<file path="config.mk">
export PLATFORM = sky130hd
export DESIGN_NAME = flash_erase_status_sequencer
export DESIGN_NICKNAME = d
export VERILOG_FILES = /design/src/verilog/flash_host_pkg.sv /design/src/verilog/flash_erase_status_sequencer.sv
export SDC_FILE = /design/constraint.sdc
export NUM_CORES = 1
export LEC_CHECK = 0
export BUFFER_PORTS_ARGS = -buffer_cell sky130_fd_sc_hd__buf_2
export CORE_ASPECT_RATIO = 1.25
export CORE_MARGIN = 2
export CORE_UTILIZATION = 52
export CTS_CLUSTER_SIZE = 20
export DETAILED_ROUTE_END_ITERATION = 6
export GPL_TIMING_DRIVEN = 0
export PLACE_DENSITY = 0.86
export SLEW_MARGIN = 10
export SYNTH_ARGS = -nofsm -noshare
export SYNTH_HDL_FRONTEND = slang
export SYNTH_SLANG_ARGS = --single-unit
</file>
<file path="constraint.sdc">
create_clock -name core_clk -period 3.1 [get_ports core_clk]
set_input_delay 0.31 -clock core_clk [delete_from_list [all_inputs] [get_ports core_clk]]
set_output_delay 0.31 -clock core_clk [all_outputs]
set_load 0.03 [all_outputs]
</file>
<file path="src/verilog/flash_host_pkg.sv">
// constants and types for the flash erase and status host controller
package flash_host_pkg;

    // ************************************************************
    // timing
    // ************************************************************
    localparam int CLK_NS       = 50;
    localparam int T_WE_LOW_NS  = 100;
    localparam int T_ACCESS_NS  = 120;
    localparam int T_GAP_NS     = 50;
    localparam int T_PWD_REC_NS = 700;
    localparam int SYNC_STAGES  = 2;
    // least times round up to whole cycles
    localparam logic [7:0] WE_CYC  = 8'((T_WE_LOW_NS + CLK_NS - 1) / CLK_NS);
    localparam logic [7:0] RD_CYC  = 8'((T_ACCESS_NS + CLK_NS - 1) / CLK_NS + SYNC_STAGES);
    localparam logic [7:0] GAP_CYC = 8'((T_GAP_NS + CLK_NS - 1) / CLK_NS);
    localparam logic [7:0] REC_CYC = 8'((T_PWD_REC_NS + CLK_NS - 1) / CLK_NS);

    // ************************************************************
    // register map of the controller
    // ************************************************************
    localparam logic [3:0] CMD_OFS    = 4'h0;
    localparam logic [3:0] SECTOR_OFS = 4'h4;
    localparam logic [3:0] STATUS_OFS = 4'h8;
    localparam logic [3:0] CTRL_OFS   = 4'hC;
    localparam int BUSY_POS    = 8;
    localparam int REFUSED_POS = 9;
    localparam int LOCK_POS    = 10;
    localparam int ERASING_POS = 11;
    localparam int SUSP_POS    = 12;
    localparam int PWD_POS     = 0;

    // command codes written to the command register
    localparam logic [3:0] CMD_CHIP    = 4'h1;
    localparam logic [3:0] CMD_SECTOR  = 4'h2;
    localparam logic [3:0] CMD_SUSPEND = 4'h3;
    localparam logic [3:0] CMD_RESUME  = 4'h4;
    localparam logic [3:0] CMD_RDSTAT  = 4'h5;
    localparam logic [3:0] CMD_CLRSTAT = 4'h6;
    localparam logic [3:0] CMD_RDARRAY = 4'h7;
    localparam logic [3:0] CMD_POLL    = 4'h8;
    localparam logic [3:0] CMD_WAIT    = 4'h9;

    // ************************************************************
    // device status byte
    // ************************************************************
    localparam int READY_POS        = 7;
    localparam int SUSPEND_POS      = 6;
    localparam int ERASE_FAIL_POS   = 5;
    localparam int PROGRAM_FAIL_POS = 4;
    localparam int PROTECT_POS      = 3;
    localparam int SLEEP_POS        = 2;
    localparam logic [7:0] STATUS_RESET = 8'h80;
    localparam logic [7:0] STATUS_MASK  = 8'hFC;

    // device command bytes
    localparam logic [7:0] SETUP_CODE  = 8'h80;
    localparam logic [7:0] CHIP_CODE   = 8'h10;
    localparam logic [7:0] SECTOR_CODE = 8'h30;
    // codes and unlock addresses below are arbitrary defaults
    localparam logic [19:0] UNLOCK1_ADDR_DEF = 20'h00001;
    localparam logic [19:0] UNLOCK2_ADDR_DEF = 20'h00002;
    localparam logic [7:0]  UNLOCK1_DATA_DEF = 8'h01;
    localparam logic [7:0]  UNLOCK2_DATA_DEF = 8'h02;
    localparam logic [19:0] CMD_ADDR_DEF     = 20'h00000;
    localparam logic [7:0]  SUSPEND_DEF      = 8'h03;
    localparam logic [7:0]  RESUME_DEF       = 8'h04;
    localparam logic [7:0]  RDSTAT_DEF       = 8'h05;
    localparam logic [7:0]  CLRSTAT_DEF      = 8'h06;
    localparam logic [7:0]  RDARRAY_DEF      = 8'h07;

    typedef enum logic [3:0] {
        op_none, op_chip, op_sector, op_suspend, op_resume,
        op_rdstat, op_clrstat, op_rdarray, op_poll
    } op_type;

    typedef enum logic [2:0] {
        st_idle, st_setup, st_strobe, st_hold, st_read, st_gap
    } phase_type;

    typedef struct packed {
        logic [19:0] addr;
        logic [7:0]  data;
        logic        last;
        logic        is_read;
    } step_type;

endpackage

</file>
<file path="src/verilog/flash_erase_status_sequencer.sv">
// host controller issuing erase and status sequences to a parallel flash
`timescale 1ns/1ps
// How it works
// chip erase: unlock, unlock, 80, unlock, unlock, 10
// sector erase: same, final 30 at sector
// device latches address falling, data rising strobe
// erase starts last write, ends ready bit
// status reads persist until next valid command
// address bits 19:16 choose sector
// suspend only honoured while erase runs
// suspend sets bit 6, then ready bit
// suspended: only array, status, abort, resume
// suspended machine idles; powerdown stops all
// resume clears bit 6 after suspend only
// status reads stay until read array
// status on bits 7:2, low bits zero
// status latched per strobe; toggle each poll
// fail bits stay set until clear status
// status returned after erase or status command
// after powerup or powerdown status is 1000
// bit 3 mirrors protection, never changed
// bit 2 set in sleep, cleared by array
// fail bit set blocks erase until cleared
// bits 7:4 encode ready, suspend, erase fail, program fail
// host selects read source before reading
// bit meanings: ready, suspended, erase, program fail
// powerdown low resets the status register to 1000
// other codes and addresses are parameters
module flash_erase_status_sequencer #(
    parameter logic [19:0] UNLOCK1_ADDR = flash_host_pkg::UNLOCK1_ADDR_DEF,
    parameter logic [19:0] UNLOCK2_ADDR = flash_host_pkg::UNLOCK2_ADDR_DEF,
    parameter logic [7:0]  UNLOCK1_DATA = flash_host_pkg::UNLOCK1_DATA_DEF,
    parameter logic [7:0]  UNLOCK2_DATA = flash_host_pkg::UNLOCK2_DATA_DEF,
    parameter logic [19:0] CMD_ADDR     = flash_host_pkg::CMD_ADDR_DEF,
    parameter logic [7:0]  SUSPEND_CODE = flash_host_pkg::SUSPEND_DEF,
    parameter logic [7:0]  RESUME_CODE  = flash_host_pkg::RESUME_DEF,
    parameter logic [7:0]  RDSTAT_CODE  = flash_host_pkg::RDSTAT_DEF,
    parameter logic [7:0]  CLRSTAT_CODE = flash_host_pkg::CLRSTAT_DEF,
    parameter logic [7:0]  RDARRAY_CODE = flash_host_pkg::RDARRAY_DEF
) (
    // clock and reset
    input  wire logic        core_clk,
    input  wire logic        rst_n,
    // register port
    input  wire logic [3:0]  reg_addr,
    input  wire logic [31:0] reg_wdata,
    input  wire logic        reg_wr,
    input  wire logic        reg_rd,
    output logic      [31:0] reg_rdata,
    // flash pins
    output logic             ce_n,
    output logic             oe_n,
    output logic             we_n,
    output logic      [19:0] addr,
    input  wire logic [15:0] dq_in,
    output logic      [15:0] dq_out,
    output logic             dq_oe,
    output logic             deep_powerdown_n
);
    import flash_host_pkg::*;

    typedef struct packed {
        phase_type   st;
        op_type      op;
        logic [2:0]  idx;
        logic [7:0]  cnt;
        logic [7:0]  rec;
        logic        ce_n;
        logic        oe_n;
        logic        we_n;
        logic        dq_oe;
        logic [19:0] addr;
        logic [15:0] dq_out;
        logic [15:0] dq_s1;
        logic [15:0] dq_s2;
        logic        pwd_req;
        logic        pwd_n;
        logic [3:0]  sector;
        logic [7:0]  status;
        logic        refused;
        logic        fail_lock;
        logic        erasing;
        logic        suspended;
        logic        wait_mode;
        logic [31:0] rdata;
    } state_type;

    state_type s;
    state_type next_s;
    op_type    req;
    step_type  stp;
    logic      busy;

    // ************************************************************
    // decoding
    // ************************************************************

    // map a register command code onto a flash operation
    function automatic op_type cmd_decode(input logic [3:0] c);
        unique case (c)
            CMD_CHIP:    cmd_decode = op_chip;
            CMD_SECTOR:  cmd_decode = op_sector;
            CMD_SUSPEND: cmd_decode = op_suspend;
            CMD_RESUME:  cmd_decode = op_resume;
            CMD_RDSTAT:  cmd_decode = op_rdstat;
            CMD_CLRSTAT: cmd_decode = op_clrstat;
            CMD_RDARRAY: cmd_decode = op_rdarray;
            CMD_POLL:    cmd_decode = op_poll;
            default:     cmd_decode = op_none;
        endcase
    endfunction

    // one bus cycle of a sequence: address, data, last flag
    function automatic step_type step_of(input op_type o, input logic [2:0] i,
                                         input logic [3:0] sec);
        step_of = '{CMD_ADDR, 8'h00, 1'b1, 1'b0};
        unique case (o)
            op_chip, op_sector: begin
                step_of.last = (i == 3'd5);
                unique case (i)
                    3'd0, 3'd3: step_of = '{UNLOCK1_ADDR, UNLOCK1_DATA, 1'b0, 1'b0};
                    3'd1, 3'd4: step_of = '{UNLOCK2_ADDR, UNLOCK2_DATA, 1'b0, 1'b0};
                    3'd2: step_of = '{UNLOCK1_ADDR, SETUP_CODE, 1'b0, 1'b0};
                    default: begin
                        if (o == op_chip) begin
                            step_of.data = CHIP_CODE;
                        end else begin
                            step_of.addr = {sec, 16'h0000};
                            step_of.data = SECTOR_CODE;
                        end
                    end
                endcase
            end
            op_suspend: step_of.data = SUSPEND_CODE;
            op_resume:  step_of.data = RESUME_CODE;
            op_rdstat:  step_of.data = RDSTAT_CODE;
            op_clrstat: step_of.data = CLRSTAT_CODE;
            op_rdarray: step_of.data = RDARRAY_CODE;
            default:    step_of.is_read = 1'b1;
        endcase
    endfunction

    // pending command request from the register port
    assign req = (reg_wr && reg_addr == CMD_OFS) ? cmd_decode(reg_wdata[3:0]) : op_none;
    assign busy = (s.st != st_idle) || (s.rec != 8'h00) || s.wait_mode;

    // ************************************************************
    // sequencer
    // ************************************************************

    // whole next state in one place; pins follow the phase
    always_comb begin
        next_s = s;
        next_s.dq_s1 = dq_in;
        next_s.dq_s2 = s.dq_s1;
        next_s.rdata = 32'h0000_0000;
        stp = step_of(s.op, s.idx, s.sector);
        // register reads and plain writes
        if (reg_rd) begin
            unique case (reg_addr)
                STATUS_OFS: begin
                    next_s.rdata[7:0] = s.status;
                    next_s.rdata[BUSY_POS] = busy;
                    next_s.rdata[REFUSED_POS] = s.refused;
                    next_s.rdata[LOCK_POS] = s.fail_lock;
                    next_s.rdata[ERASING_POS] = s.erasing;
                    next_s.rdata[SUSP_POS] = s.suspended;
                end
                SECTOR_OFS: next_s.rdata[3:0] = s.sector;
                CTRL_OFS:   next_s.rdata[PWD_POS] = s.pwd_req;
                default:    next_s.rdata = 32'h0000_0000;
            endcase
        end
        if (reg_wr && reg_addr == SECTOR_OFS) begin
            next_s.sector = reg_wdata[3:0];
        end
        if (reg_wr && reg_addr == CTRL_OFS) begin
            next_s.pwd_req = reg_wdata[PWD_POS];
        end
        unique case (s.st)
            st_idle: begin
                if (s.rec != 8'h00) begin
                    next_s.rec = s.rec - 8'h01;
                end else if (reg_wr && reg_addr == CMD_OFS
                             && reg_wdata[3:0] == CMD_WAIT) begin
                    next_s.wait_mode = 1'b1;
                end else if (s.wait_mode) begin
                    next_s.op = op_poll;
                    next_s.idx = 3'd0;
                    next_s.st = st_setup;
                end else if (req != op_none) begin
                    if (((req == op_chip || req == op_sector)
                         && (s.fail_lock || s.erasing))
                        || (req == op_suspend && (!s.erasing || s.suspended))
                        || (req == op_resume && !s.suspended)
                        || (s.suspended && (req == op_chip || req == op_sector
                                            || req == op_clrstat))) begin
                        next_s.refused = 1'b1;
                    end else begin
                        next_s.refused = 1'b0;
                        next_s.op = req;
                        next_s.idx = 3'd0;
                        next_s.st = st_setup;
                    end
                end
            end
            st_setup: begin
                // address already stable; falling strobe latches it
                next_s.we_n = 1'b0;
                next_s.cnt = WE_CYC - 8'h01;
                next_s.st = st_strobe;
            end
            st_strobe: begin
                if (s.cnt == 8'h00) begin
                    next_s.we_n = 1'b1;
                    next_s.st = st_hold;
                end else begin
                    next_s.cnt = s.cnt - 8'h01;
                end
            end
            st_hold: begin
                // data held one cycle past the rising strobe
                next_s.ce_n = 1'b1;
                next_s.dq_oe = 1'b0;
                next_s.cnt = GAP_CYC - 8'h01;
                next_s.st = st_gap;
            end
            st_read: begin
                if (s.cnt == 8'h00) begin
                    next_s.status = s.dq_s2[7:0] & STATUS_MASK;
                    next_s.ce_n = 1'b1;
                    next_s.oe_n = 1'b1;
                    next_s.cnt = GAP_CYC - 8'h01;
                    next_s.st = st_gap;
                end else begin
                    next_s.cnt = s.cnt - 8'h01;
                end
            end
            st_gap: begin
                if (s.cnt != 8'h00) begin
                    next_s.cnt = s.cnt - 8'h01;
                end else if (!stp.last) begin
                    next_s.idx = s.idx + 3'd1;
                    next_s.st = st_setup;
                end else begin
                    next_s.st = st_idle;
                    unique case (s.op)
                        op_chip, op_sector: next_s.erasing = 1'b1;
                        op_suspend: begin
                            next_s.suspended = 1'b1;
                            next_s.wait_mode = 1'b1;
                        end
                        op_resume:  next_s.suspended = 1'b0;
                        op_clrstat: next_s.fail_lock = 1'b0;
                        op_poll: begin
                            // ready bit decides; fail bits lock out erase
                            if (s.status[READY_POS]) begin
                                next_s.wait_mode = 1'b0;
                                if (!s.status[SUSPEND_POS]) begin
                                    next_s.erasing = 1'b0;
                                end
                                if (s.status[ERASE_FAIL_POS]
                                    || s.status[PROGRAM_FAIL_POS]) begin
                                    next_s.fail_lock = 1'b1;
                                end
                            end
                        end
                        default: next_s.op = s.op;
                    endcase
                end
            end
            default: next_s.st = st_idle;
        endcase
        // drive pins for a freshly entered bus cycle
        stp = step_of(next_s.op, next_s.idx, next_s.sector);
        if (next_s.st == st_setup && s.st != st_setup) begin
            next_s.ce_n = 1'b0;
            next_s.addr = stp.addr;
            if (stp.is_read) begin
                next_s.oe_n = 1'b0;
                next_s.dq_oe = 1'b0;
                next_s.cnt = RD_CYC - 8'h01;
                next_s.st = st_read;
            end else begin
                next_s.dq_out = {8'h00, stp.data};
                next_s.dq_oe = 1'b1;
            end
        end
        // powerdown aborts everything; status returns to 1000
        next_s.pwd_n = !next_s.pwd_req;
        if (next_s.pwd_req) begin
            next_s.st = st_idle;
            next_s.ce_n = 1'b1;
            next_s.oe_n = 1'b1;
            next_s.we_n = 1'b1;
            next_s.dq_oe = 1'b0;
            next_s.erasing = 1'b0;
            next_s.suspended = 1'b0;
            next_s.wait_mode = 1'b0;
            next_s.fail_lock = 1'b0;
            next_s.status = STATUS_RESET;
            next_s.rec = REC_CYC;
        end
    end

    // state register, synchronous reset
    always_ff @(posedge core_clk) begin
        if (!rst_n) begin
            s <= '0;
            s.st <= st_idle;
            s.op <= op_none;
            s.ce_n <= 1'b1;
            s.oe_n <= 1'b1;
            s.we_n <= 1'b1;
            s.pwd_n <= 1'b1;
            s.status <= STATUS_RESET;
        end else begin
            s <= next_s;
        end
    end

    // outputs straight from the state register
    assign reg_rdata = s.rdata;
    assign ce_n = s.ce_n;
    assign oe_n = s.oe_n;
    assign we_n = s.we_n;
    assign addr = s.addr;
    assign dq_out = s.dq_out;
    assign dq_oe = s.dq_oe;
    assign deep_powerdown_n = s.pwd_n;

endmodule

</file>
==> qor.csv <==
metric,value,unit
status,"finished, final reports clean",
synthFlopType,dfxtp_1,
yosysWarnings,0,
gp_congestion,0.909,
path_delay_family,compound AO/OA/AOI/OAI gates,
post-route-period-util,0.988,
min_period,3.06,ns
powerDensity,605,nW/µm²
drtAntennaViolNets,0,
holdBufCountCts,0,
postSynth.asyncResetShare,0,
worstPathBufferInverterCount,2,
synth.avg_cell_area,8.51,µm²
syn2layout_area_growth,19.6,%
regToRegSetupSlack,0.04,ns
hp-class,input port to register,
grt_pass1_vias,3354,
grt.total_usage,0.225,
cts_buffer_depth,2,
synth_cell_types,64,
crit_start,s[148],
worst_setup_path_start_kind,register,
crit_cells,9,
cp_slowest_stage_delay,0.47,ns
grt_pass1_wl,16.0,mm
relSlewSlack,0.550,
yosysSeqAreaShare,0.391,
io_pins,129,
die_w,85.3,µm
finish.utilization,0.631,
h-tree-depth,3,
wirelength,10.4,mm
synth-seq-cells,84,
dp_hpwl,7.34,mm
crit_top_cell,or3_4,
grt_max_degree,15,
crit_fanout,8,
drc,0,
rr_worst_depth,9,
drive_gt1_frac,0.273,
post-place-ws,0.00625,ns
peakVddDrop,0.366,mV
total_leakage_power,2.31,nW
dieArea,9020,µm²
dr.first_iter.drc_count,306,
start_util,0.528,
tritoncts,yes,
clock_latency,0.37,ns
wire_per_inst,14.7,µm
tightestPinTransition,0.676,ns
dr.pass1.iters,5,
antennaDiodeCount,0,
synth-edff-count,0,
viasPerCell,5.28,
worst_path_max_delay_cell,or3_4,
crit_path_cell_trace,"clkbuf_1, or3_4, or3_4, a2111o_1, o22a_2, a221oi_4, buf_4, nand4b_1, o31ai_1",
synthCells,505,
drv_cap,0,
path_clk_slew,0.09,ns
fin_ws,0.0379,ns
syn-cell-area,4300,µm²
route.vias.total,3756,
placeableCoreArea,8150,µm²
finClkSkew,0.0140,ns
critPathArrivalTime,3.35,ns
endpoint,dq_out[5],
setup_viol,0,
rows,37,
portBuffers,44,
slew_violations,0,
hold_viol,0,
fin_nets,672,
gr-total-overflow,0,
cts.sinks,84,
cts_buffers,9,
die_h,106,µm
crit_path_end_kind,register,
cts_root_buffer,clkbuf_8,
antenna_found_initial,0,
r2r_start,s[148],
reg2reg_to,dq_out[5],
cp.required,3.39,ns
fmax,327,MHz
path_class,register to register,
final cells by class:
type	count	area, µm²
Multi-Input combinational cell	360	2210
Buffer	88	592
Sequential cell	84	1680
Fill cell	686	3010
Clock buffer	11	141
Clock inverter	5	60.1
Timing Repair Buffer	52	280
Inverter	15	56.3
Tap cell	97	121
state kept, by name, summed over array words and instances, names as in the netlist:
name,flops
next_s,6
s,48
dq_oe,1
addr,6
dq_out,6
oe_n,1
we_n,1
deep_powerdown_n,1
reg_rdata,13
ce_n,1
worst min-delay path by stage:
stage	start	to	depth (start not counted)
floorplan	next_s[53]	s[53]	1
global placement	next_s[54]	s[54]	1
detailed placement	next_s[57]	s[57]	1
CTS	dq_in[6]	next_s[57]	2
global route	dq_in[2]	next_s[53]	2
finish	dq_in[7]	next_s[58]	2
synthesized netlist by cell type, drive strengths merged, types with 3 or more instances:
cell type	number	area (µm²)
o21ai	24	120
a211oi	4	30.0
mux2i	13	130
or2	6	37.5
nand4	3	18.8
dfxtp	84	1680
xnor2	9	78.8
o22ai	3	18.8
a31oi	7	43.8
nor2	59	221
nor3	10	50.1
buf	72	531
xor2	6	60.1
nor4	7	43.8
and3	6	37.5
a22oi	3	22.5
nand3	17	85.1
o211ai	4	30.0
a21oi	19	95.1
and2	28	176
nand2	28	108
inv	14	52.6
clkbuf	16	61.3
a41oi	3	26.3
or3	3	28.8
ha	6	75.1
nand2b	9	56.3
a221oi	3	32.5
nor3b	3	22.5
through the flow:
step / hold WS (ns) / cells / total power [mW] / TNS, ns / area (µm²)
floorplan: 0.412 / 547 / 2.03 / 0 / 4460
global placement: 0.418 / 688 / 2.19 / -0.0156 / 4800
detailed placement: 0.419 / 688 / 2.22 / 0 / 4800
CTS: 0.139 / 704 / 3.03 / -0.0191 / 5010
global route: 0.148 / 712 / 3.27 / -0.277 / 5140
finish: 0.148 / 712 / 3.11 / 0 / 5140
cell families (layout without fill, tap and decap cells):
| kind of cell | after synthesis | after routing | share of synthesized area |
|---|---|---|---|
| buffers and inverters | 103 | 171 | 0.151 |
| AO/OA/AOI/OAI | 92 | 92 | 0.147 |
| multiplexers | 13 | 13 | 0.0303 |
| XOR/XNOR | 15 | 15 | 0.0323 |
| adder cells (fa/ha/maj) | 6 | 6 | 0.0175 |
| flip-flops | 84 | 84 | 0.391 |
| other | 1 | 43 | 0.000872 |
| AND/OR/NAND/NOR | 191 | 191 | 0.230 |
metal layers:
metal	track usage	wire length [µm]	vias to the layer above
li1	-	-	1846
met1	0.261	4210	1754
met2	0.387	5390	137
met3	0.0454	551	19
met4	0.115	277	0
met5	0	0	-
power breakdown:
part,internal (mW),leakage (nW),switching [mW]
registers,1.17,0.681,0.0810
logic,0.425,1.53,0.625
clock network,0.398,0.0999,0.413
total,1.99,2.31,1.12
placed cells by master, fill, tap and decap left out, types with 14 or more instances in the layout:
master    netlist  layout
o21ai_0        24      23
nor2_1         59      58
clkbuf_1       15      16
buf_2           4      48
a21oi_1        19      18
buf_4          68      76
conb_1          1      43
and2_1         26      26
nand3_1        17      17
dfxtp_1        84      84
nand2_1        27      27
inv_1          14      14
what timing repair did:
item                                    in CTS  in global routing
resized for setup                            3                 13
setup buffers                                0                  8
endpoints found under the setup margin       4                  8
pin swaps                                    0                  5
No activity file was read; power rests on OpenSTA's default activity.
